--- config.mk ---
export PLATFORM = sky130hd
export DESIGN_NAME = tld_edge_bus
export DESIGN_NICKNAME = d
export VERILOG_FILES = /design/src/design/tld_pkg.sv /design/src/design/tld_drv.sv /design/src/design/tld_edge_bus.sv
export SDC_FILE = /design/constraint.sdc
export NUM_CORES = 2
export LEC_CHECK = 0
export BUFFER_PORTS_ARGS = -buffer_cell sky130_fd_sc_hd__clkbuf_2
export CAP_MARGIN = 20
export CORE_ASPECT_RATIO = 0.8
export CORE_UTILIZATION = 63
export CTS_CLUSTER_DIAMETER = 30
export CTS_CLUSTER_SIZE = 10
export DETAILED_ROUTE_END_ITERATION = 7
export PLACE_DENSITY = 0.84
export SLEW_MARGIN = 20
export SYNTH_ARGS = -nofsm -noshare
export SYNTH_HDL_FRONTEND = slang
export SYNTH_SLANG_ARGS = --single-unit
--- constraint.sdc ---
create_clock -name clk_sys -period 2.2 [get_ports clk_sys]
set_input_delay 0.11 -clock clk_sys [delete_from_list [all_inputs] [get_ports clk_sys]]
set_output_delay 0.11 -clock clk_sys [all_outputs]
set_load 0.02 [all_outputs]
--- src/design/tld_pkg.sv ---
package tld_pkg;

  // register byte offsets
  localparam logic [9:0] TLD_OFF_CFG   = 10'h000;
  localparam logic [9:0] TLD_OFF_PULL  = 10'h004;
  localparam logic [9:0] TLD_OFF_STAT  = 10'h008;
  localparam logic [9:0] TLD_OFF_SPLIT = 10'h00c;
  localparam logic [9:0] TLD_OFF_DEC   = 10'h010;
  localparam logic [9:0] TLD_OFF_TBL   = 10'h040;
  localparam logic [9:0] TLD_TBL_BYTES = 10'h100;

  // reset values
  localparam logic [31:0] TLD_CFG_RST   = 32'h0000_0000;
  localparam logic [1:0]  TLD_PULL_RST  = 2'h0;
  localparam logic [15:0] TLD_SPLIT_RST = 16'h0000;

  // driver config field layout, one nibble per driver
  localparam int TLD_DRV_FIELD = 4;
  localparam int TLD_MODE_POS  = 0;
  localparam int TLD_WIDTH_POS = 2;

  // array geometry
  localparam int TLD_LINES     = 2;
  localparam int TLD_DRV_LINE  = 4;
  localparam int TLD_DRV_IN    = 16;
  localparam int TLD_EDGES     = 4;
  localparam int TLD_DEC_EDGE  = 4;
  localparam int TLD_DEC_WORDS = 4;
  localparam int TLD_DEC_MAX   = 64;
  localparam int TLD_ROW_VARS  = 3;

  // decoder input capacity across array sizes
  localparam int TLD_CAP_SMALL = 42;
  localparam int TLD_CAP_MID   = 72;
  localparam int TLD_CAP_LARGE = 96;
  localparam int TLD_CAP_MAX   = 132;

  // driver configurations; code 3 is illegal and releases the line
  typedef enum logic [1:0] {
    TLD_PLAIN,
    TLD_WAND,
    TLD_ORAND
  } tld_mode_t;

  // wired-and variants: 1, 4, 8 or 16 open-drain inputs
  function automatic logic [15:0] tld_width_mask(input logic [1:0] code);
    unique case (code)
      2'h0:    tld_width_mask = 16'h0001;
      2'h1:    tld_width_mask = 16'h000f;
      2'h2:    tld_width_mask = 16'h00ff;
      default: tld_width_mask = 16'hffff;
    endcase
  endfunction

  // one product term: every selected input matches its polarity
  function automatic logic tld_and_term(input logic [63:0] sel,
                                        input logic [63:0] inv,
                                        input logic [63:0] in);
    tld_and_term = &(~sel | (in ^ inv));
  endfunction

endpackage

--- src/design/tld_drv.sv ---
`timescale 1ns/1ps
module tld_drv
  import tld_pkg::*;
#(
  parameter int IN_W = TLD_DRV_IN
) (
  // configuration
  input  wire logic [1:0]      mode,
  input  wire logic [1:0]      wcode,
  // data and control from the neighbouring cell
  input  wire logic [IN_W-1:0] dataIn,
  input  wire logic            orB,
  input  wire logic            tsCtl,
  // line drive
  output logic                 pullLow,
  output logic                 driveHigh
);

  logic [IN_W-1:0] effIn;

  // unused inputs of a narrow variant read as released
  always_comb begin
    effIn     = dataIn | ~IN_W'(tld_width_mask(wcode));
    pullLow   = 1'b0;
    driveHigh = 1'b0;
    unique case (mode)
      TLD_PLAIN: begin
        if (!tsCtl) begin
          pullLow   = ~dataIn[0];
          driveHigh = dataIn[0];
        end
      end
      TLD_WAND: pullLow = ~&effIn;
      TLD_ORAND: pullLow = ~dataIn[0] & ~orB;
      default: begin
        pullLow   = 1'b0;
        driveHigh = 1'b0;
      end
    endcase
  end

endmodule

--- src/design/tld_edge_bus.sv ---
`timescale 1ns/1ps
// Function
// - three driver configurations per shared line
// - plain driver floats on tristate high
// - wired-and: low input drives low
// - open-drain line high only all high
// - or-and: low only both inputs low
// - wired-and in 1/4/8/16 input variants
// - four decoders on each array edge
// - decoder takes edge pads plus row signals
// - row gives three variables, either polarity
// - decoder high when product term true
// - decoder width scales 42 to 132; terms use only the first 64 inputs
// - decoders split in two, 32 total
// - decoder outputs reach cells or pins
// - two lines, above and below cell
// - keeper holds undriven line level while pull-up is off
module tld_edge_bus
  import tld_pkg::*;
#(
  parameter int DEC_WIDTH = TLD_CAP_SMALL
) (
  // clock and reset
  input  wire logic                           clk_sys,
  input  wire logic                           rst_n,
  // register port
  input  wire logic [9:0]                     regAddr,
  input  wire logic [31:0]                    regWdata,
  input  wire logic                           regWr,
  input  wire logic                           regRd,
  output logic      [31:0]                    regRdata,
  // shared-line drivers from logic cells
  input  wire logic [TLD_LINES*TLD_DRV_LINE*TLD_DRV_IN-1:0] drvData,
  input  wire logic [TLD_LINES*TLD_DRV_LINE-1:0] drvOrB,
  input  wire logic [TLD_LINES*TLD_DRV_LINE-1:0] drvTs,
  // decoder inputs per edge: pad signals then row signals
  input  wire logic [TLD_EDGES*DEC_WIDTH-1:0] decIn,
  // resolved lines and decoder outputs
  output logic      [TLD_LINES-1:0]           lineOut,
  output logic      [TLD_LINES-1:0]           lineClash,
  output logic      [2*TLD_EDGES*TLD_DEC_EDGE-1:0] decOut
);

  localparam int NDRV  = TLD_LINES * TLD_DRV_LINE;
  localparam int NDEC  = TLD_EDGES * TLD_DEC_EDGE;
  localparam int NWORD = NDEC * TLD_DEC_WORDS;
  localparam int HALF  = DEC_WIDTH / 2;
  localparam logic [63:0] FULL_MASK = 64'((65'h1 << DEC_WIDTH) - 65'h1);
  localparam logic [63:0] LOW_MASK  = 64'((65'h1 << HALF) - 65'h1);

  typedef struct packed {
    logic [31:0]            cfg;
    logic [TLD_LINES-1:0]   pullEn;
    logic [NDEC-1:0]        split;
    logic [NWORD-1:0][31:0] tbl;
    logic [TLD_LINES-1:0]   line;
    logic [TLD_LINES-1:0]   clash;
    logic [2*NDEC-1:0]      dec;
    logic [31:0]            rdata;
  } tld_state_t;

  tld_state_t s_r;
  tld_state_t s_nxt;

  logic [NDRV-1:0] drvLow;
  logic [NDRV-1:0] drvHigh;
  logic            inTbl;
  logic [5:0]      tblIdx;
  logic [9:0]      tblOff;

  // per-driver logic, one configuration nibble each
  for (genvar j = 0; j < NDRV; j++) begin : g_drv
    tld_drv #(
      .IN_W (TLD_DRV_IN)
    ) u_drv (
      .mode      (s_r.cfg[j*TLD_DRV_FIELD+TLD_MODE_POS +: 2]),
      .wcode     (s_r.cfg[j*TLD_DRV_FIELD+TLD_WIDTH_POS +: 2]),
      .dataIn    (drvData[j*TLD_DRV_IN +: TLD_DRV_IN]),
      .orB       (drvOrB[j]),
      .tsCtl     (drvTs[j]),
      .pullLow   (drvLow[j]),
      .driveHigh (drvHigh[j])
    );
  end

  // decoder table window decode
  assign tblOff = regAddr - TLD_OFF_TBL;
  assign inTbl  = (regAddr >= TLD_OFF_TBL) &&
                  (regAddr < TLD_OFF_TBL + TLD_TBL_BYTES) &&
                  (regAddr[1:0] == 2'h0);
  assign tblIdx = tblOff[7:2];

  // next state: register port, line resolution, decoders
  always_comb begin
    logic              anyLow;
    logic              anyHigh;
    logic [63:0]       vec;
    logic [63:0]       sel;
    logic [63:0]       inv;
    logic              tFull;
    logic              tLow;
    logic              tHigh;
    s_nxt       = s_r;
    s_nxt.rdata = 32'h0;
    anyLow      = 1'b0;
    anyHigh     = 1'b0;
    vec         = 64'h0;
    sel         = 64'h0;
    inv         = 64'h0;
    tFull       = 1'b0;
    tLow        = 1'b0;
    tHigh       = 1'b0;

    // register writes; status words are read-only
    if (regWr) begin
      if (regAddr == TLD_OFF_CFG) begin
        s_nxt.cfg = regWdata;
      end else if (regAddr == TLD_OFF_PULL) begin
        s_nxt.pullEn = regWdata[TLD_LINES-1:0];
      end else if (regAddr == TLD_OFF_SPLIT) begin
        s_nxt.split = regWdata[NDEC-1:0];
      end else if (inTbl) begin
        s_nxt.tbl[tblIdx] = regWdata;
      end
    end

    // read data stands only in the cycle after the strobe
    if (regRd) begin
      if (regAddr == TLD_OFF_CFG) begin
        s_nxt.rdata = s_r.cfg;
      end else if (regAddr == TLD_OFF_PULL) begin
        s_nxt.rdata = 32'(s_r.pullEn);
      end else if (regAddr == TLD_OFF_STAT) begin
        s_nxt.rdata = 32'({s_r.clash, s_r.line});
      end else if (regAddr == TLD_OFF_SPLIT) begin
        s_nxt.rdata = 32'(s_r.split);
      end else if (regAddr == TLD_OFF_DEC) begin
        s_nxt.rdata = s_r.dec;
      end else if (inTbl) begin
        s_nxt.rdata = s_r.tbl[tblIdx];
      end
    end

    for (int l = 0; l < TLD_LINES; l++) begin
      anyLow  = 1'b0;
      anyHigh = 1'b0;
      for (int k = 0; k < TLD_DRV_LINE; k++) begin
        anyLow  = anyLow  | drvLow[l*TLD_DRV_LINE+k];
        anyHigh = anyHigh | drvHigh[l*TLD_DRV_LINE+k];
      end
      if (anyLow) begin
        s_nxt.line[l] = 1'b0;
      end else if (anyHigh || s_r.pullEn[l]) begin
        s_nxt.line[l] = 1'b1;
      end else begin
        s_nxt.line[l] = s_r.line[l];
      end
      s_nxt.clash[l] = anyLow & anyHigh;
    end

    // wide decoders, four per edge
    // four per edge, sixteen total
    for (int d = 0; d < NDEC; d++) begin
      vec = 64'(decIn[(d/TLD_DEC_EDGE)*DEC_WIDTH +: DEC_WIDTH]);
      sel = {s_r.tbl[d*TLD_DEC_WORDS+1], s_r.tbl[d*TLD_DEC_WORDS]}
            & FULL_MASK;
      inv = {s_r.tbl[d*TLD_DEC_WORDS+3], s_r.tbl[d*TLD_DEC_WORDS+2]};
      tFull = tld_and_term(sel, inv, vec);
      tLow  = tld_and_term(sel & LOW_MASK, inv, vec);
      tHigh = tld_and_term(sel & ~LOW_MASK, inv, vec);
      s_nxt.dec[2*d]   = s_r.split[d] ? tLow : tFull;
      s_nxt.dec[2*d+1] = s_r.split[d] ? tHigh : 1'b0;
    end
  end

  // state register; configuration has documented reset values
  always_ff @(posedge clk_sys or negedge rst_n) begin
    if (!rst_n) begin
      s_r        <= '0;
      s_r.cfg    <= TLD_CFG_RST;
      s_r.pullEn <= TLD_PULL_RST;
      s_r.split  <= TLD_SPLIT_RST;
    end else begin
      s_r <= s_nxt;
    end
  end

  // outputs straight from the state register
  assign regRdata  = s_r.rdata;
  assign lineOut   = s_r.line;
  assign lineClash = s_r.clash;
  assign decOut    = s_r.dec;

  // helper terms for the checks below, line 0 only
  logic allPlainOff0;
  logic onlyDrv0On0;
  logic wandLow0;
  logic orandLow0;
  assign allPlainOff0 = (s_r.cfg[15:0] == 16'h0) && (drvTs[3:0] == 4'hf);
  assign onlyDrv0On0  = (s_r.cfg[15:0] == 16'h0) && (drvTs[3:0] == 4'he);
  assign wandLow0     = (s_r.cfg[3:0] == 4'h1) && !drvData[0];
  assign orandLow0    = (s_r.cfg[1:0] == 2'h2) && !drvData[0] && !drvOrB[0];
endmodule

==> results.md <==
- Start-to-end type of the worst setup path: reg -> reg
- Post-synth EDFFs: 0
- Gate count after technology mapping: around 7.8k
- Die W: 468 um
- Grt met2 use: a little over two thirds
- Standard-cell rows: 136
- Proportion of layout cells with a drive suffix above 1: 48.1%
- Slowest cell on crit path: dfrtp_1
- Maximum count of clock buffers along a single path: 4
- Classification of the worst-slack hold path: in -> reg
- Final period demand of the worst path: ~2.3 ns
- Number of antenna violations at the first check in global routing: 39
- Vias in the first global route: about 85k
- Cell at the root of the clock tree: clkbuf_16
- Worst slew pin tran: between 1 and 1.5 ns
- Starting Density: between 60% and 70%
- Final slew viol count: 0
- Post-detailed-placement cell area: ~120000 um^2
- Crit path cell chain: xnor2_1 -> a222oi_1 -> nand3_1 -> nor3_2 -> buf_4 -> nor2_4 -> nor4_4 -> buf_6
- Top-area cell type share of the netlist area: 49.6%
- Sinks on the clock net: about 2.2k
- Number of hold violations in the final report: 0
- Die area: 175000 um^2
- GRT met1 Usage: 69.6%
- Layout Area Growth over Synthesis: 26.6%
- Final hold slack: just over 0.04 ns
- HPWL after DPL: approximately 320000 um
- Clock transition time at the flip-flop clock pins of the worst setup and hold paths: 0.05 ns
- Post-route DRC violation count: 50
- Inserted Clock Buffers: 408
- Final setup margin: -0.0921 ns
- Post-DRT Antenna Nets: 0
- Met3 track utilization from global routing: a little over a quarter
- Proportion of synthesized chip area in sequential cells: 49.6%
- Top-Level Pins: 426
- CTS H-tree lvls: 5
- Count of vias placed by the detailed router: ~86k
- Worst vdd ir: about 930 uV
- Setup TNS: -0.477 ns
- Placeable core area: roughly 170000 um^2
- Crit-path max FO: 2
- Non-filler cells in the finished layout: ~12k
- Share of synthesized registers carrying an async set or reset: 100%
- Routed length per instance: around 40 um
- Final instance area: roughly 140000 um^2
- Worst slew slack as a fraction of its limit: between 20 and 25%
- Ys Warns: 0
- Source-to-sink clock delay at the later pin of the worst-skew pair: between 0.9 and 1 ns
- Final worst clock skew: just under 0.06 ns
- Area leader, netlist: dfrtp_1
- Global placement routability congestion: roughly 1.1
- Highest clock rate: between 400 and 500 MHz
- Outcome: finished, violations left
- Gr ovfl total: 0
- Synthesized area divided by synthesized cell count: roughly 14 um^2
- Unrepaired setup endpoints after global routing: yes
- Vertical extent of the die: between 300 and 400 um
- Share of the cycle needed by the critical path after routing: 104%
- CP max stage delay: a little under 0.4 ns
- Number of detailed-route iterations in the first pass: 8
- # setup viols final: 15
- Worst setup SP type: register
- Nets@finish: between 9k and 10k
- Ratio of total power to cell area: approximately 850 nW/um^2
- Kind of cell with the highest combined delay on the critical path: simple AND/OR/NAND/NOR gates
- Global-route usage over all layers: a little over half
- Wire length of the first global-routing pass: ~650000 um
- WP data arrival: 3.20 ns
- Count of filler cells inserted in the layout: approximately 8.9k
- Violations in the final reports: design-rule violations, negative setup slack
- Main area contributors after synthesis: dfrtp_1, mux2_2, mux4_2, mux2_1, xnor2_1
- WP buf/inv: 2
- Crit path capture type: register
- Dominant register cell in the synthesized netlist: dfrtp_1
- Combined area of the multi-input logic cells: about 53000 um^2
- Leakage power: about 65 nW
- Net count after synthesis: around 8.2k
- # placed instances: 10.6k
- CTS tree: built
- Mapped cell area: roughly 110000 um^2
- Wire length reported by the detailed router: about 460000 um
- Cell with the most instances after synthesis: dfrtp_1
- Register bit count reported by yosys: 2166
- Port Buffers: roughly 430
- Max cap viols: 0
- DRT iter0 DRCs: between 10k and 15k
- Pin count of the biggest net entering global routing: about 130
- Gr busiest metal: met1
- Average vias per placed instance: ~7.4
- Critical Path RT: around 3.1 ns
- Register area: 54200 um^2
- Netlist cell types: about 80
- Most instantiated cells after synthesis: dfrtp_1, mux2_2, xnor2_1, mux2_1, mux4_2
[power by group]
group / total [mW] / internal [mW] / switching, mW
Combinational: 9.44 / 3.61 / 5.83
Sequential: 41.6 / 40.6 / 0.984
Clock: 66.2 / 43.8 / 22.4
[stage by stage]
stage	utilization, %	power, mW	setup WS (ns)
5_1_grt	80.4	119	-0.137
3_3_place_gp	70.7	50.5	-0.715
6_report	80.4	117	-0.0921
2_1_floorplan	-	45.9	-0.431
4_1_cts	80.2	116	0.000356
3_5_place_dp	70.7	50.6	-0.737
[metal layers]
metal  up-vias  wire [um]
met3      1945      80600
met5         -        221
met4        30      34000
met2      8397     185000
met1     44100     164000
li1      31300          -
[what timing repair did]
item / CTS / global route
gates resized for setup: 24 / 77
pin swaps: 13 / 49
endpoints found under the setup margin: 13 / 27
hold buffers: 176 / 0
buffers inserted: 4 / 5
endpoints found under the hold margin: 3599 / 0
[kinds of logic after synthesis]
logic type / share of synthesized area, %
buffers and inverters: 4.01
xor gates and xnor gates: 5.39
DFF: 49.6
adders and majority gates: 0.0572
and+or+nand+nor: 2.87
AOI/OAI and AO/OA: 5.01
muxes: 33.1
[layout by cell type, fill, tap and decap left out, types with 21 or more instances in the layout]
| cell type | instances |
|---|---|
| mux2i_1 | 74 |
| buf_12 | 230 |
| clkinv_2 | 62 |
| diode_2 | 39 |
| mux2_2 | 1397 |
| mux2_4 | 267 |
| a21oi_1 | 94 |
| a22oi_1 | 380 |
| clkbuf_8 | 44 |
| clkinvlp_4 | 54 |
| nor2_4 | 51 |
| clkinv_4 | 29 |
| nand4_1 | 64 |
| dlygate4sd3_1 | 176 |
| mux2_1 | 457 |
| dfrtp_1 | 2157 |
| clkbuf_2 | 420 |
| clkbuf_16 | 415 |
| and2_1 | 21 |
| clkbuf_1 | 35 |
| nand2_1 | 176 |
| nor2_1 | 81 |
| a222oi_1 | 32 |
| bufinv_16 | 68 |
| mux4_2 | 512 |
| buf_4 | 753 |
| xnor2_1 | 669 |
| o21ai_0 | 52 |
| nand3_1 | 109 |
[layout make-up]
| cell class | count | area share (%) |
|---|---|---|
| Clock buffer | 494 | 8.04 |
| Antenna cell | 39 | 0.0705 |
| Tap cell | 2277 | 2.06 |
| Inverter | 18 | 0.0597 |
| Clock inverter | 231 | 2.31 |
| Timing Repair Buffer | 1585 | 10.3 |
| Sequential cell | 2166 | 39.2 |
| Multi-Input combinational cell | 4767 | 38.0 |
[worst paths after layout]
kind / startpoint / to / slack [ns] / cells past startpoint
setup reg to reg: s_r[1183] / decOut[16] / -0.09 / 8
hold reg to reg: s_r[1329] / s_r[1329] / 0.48 / 1
setup / recovery: s_r[1183] / decOut[16] / -0.09 / 8
min in group asynchronous: rst_n / s_r[1631] / 0.07 / 3
max in group asynchronous: rst_n / s_r[505] / 0.67 / 3
hold / removal: drvOrB[0] / lineOut[0] / 0.04 / 7
[flip-flops by register name, summed over array words and instances, names as in the netlist]
signal	count
lineOut	2
regRdata	32
lineClash	2
s_r	2098
decOut	32
[worst reg2reg max path, stage by stage, from the launching register on]
cell and delay [ns]:
dfrtp_1 0.39, xnor2_1 0.14, a222oi_1 0.38, nand3_1 0.26, nor3_2 0.23, buf_4 0.22
nor2_4 0.07, nor4_4 0.36, buf_6 0.19
No activity file was read; power rests on OpenSTA's default activity.
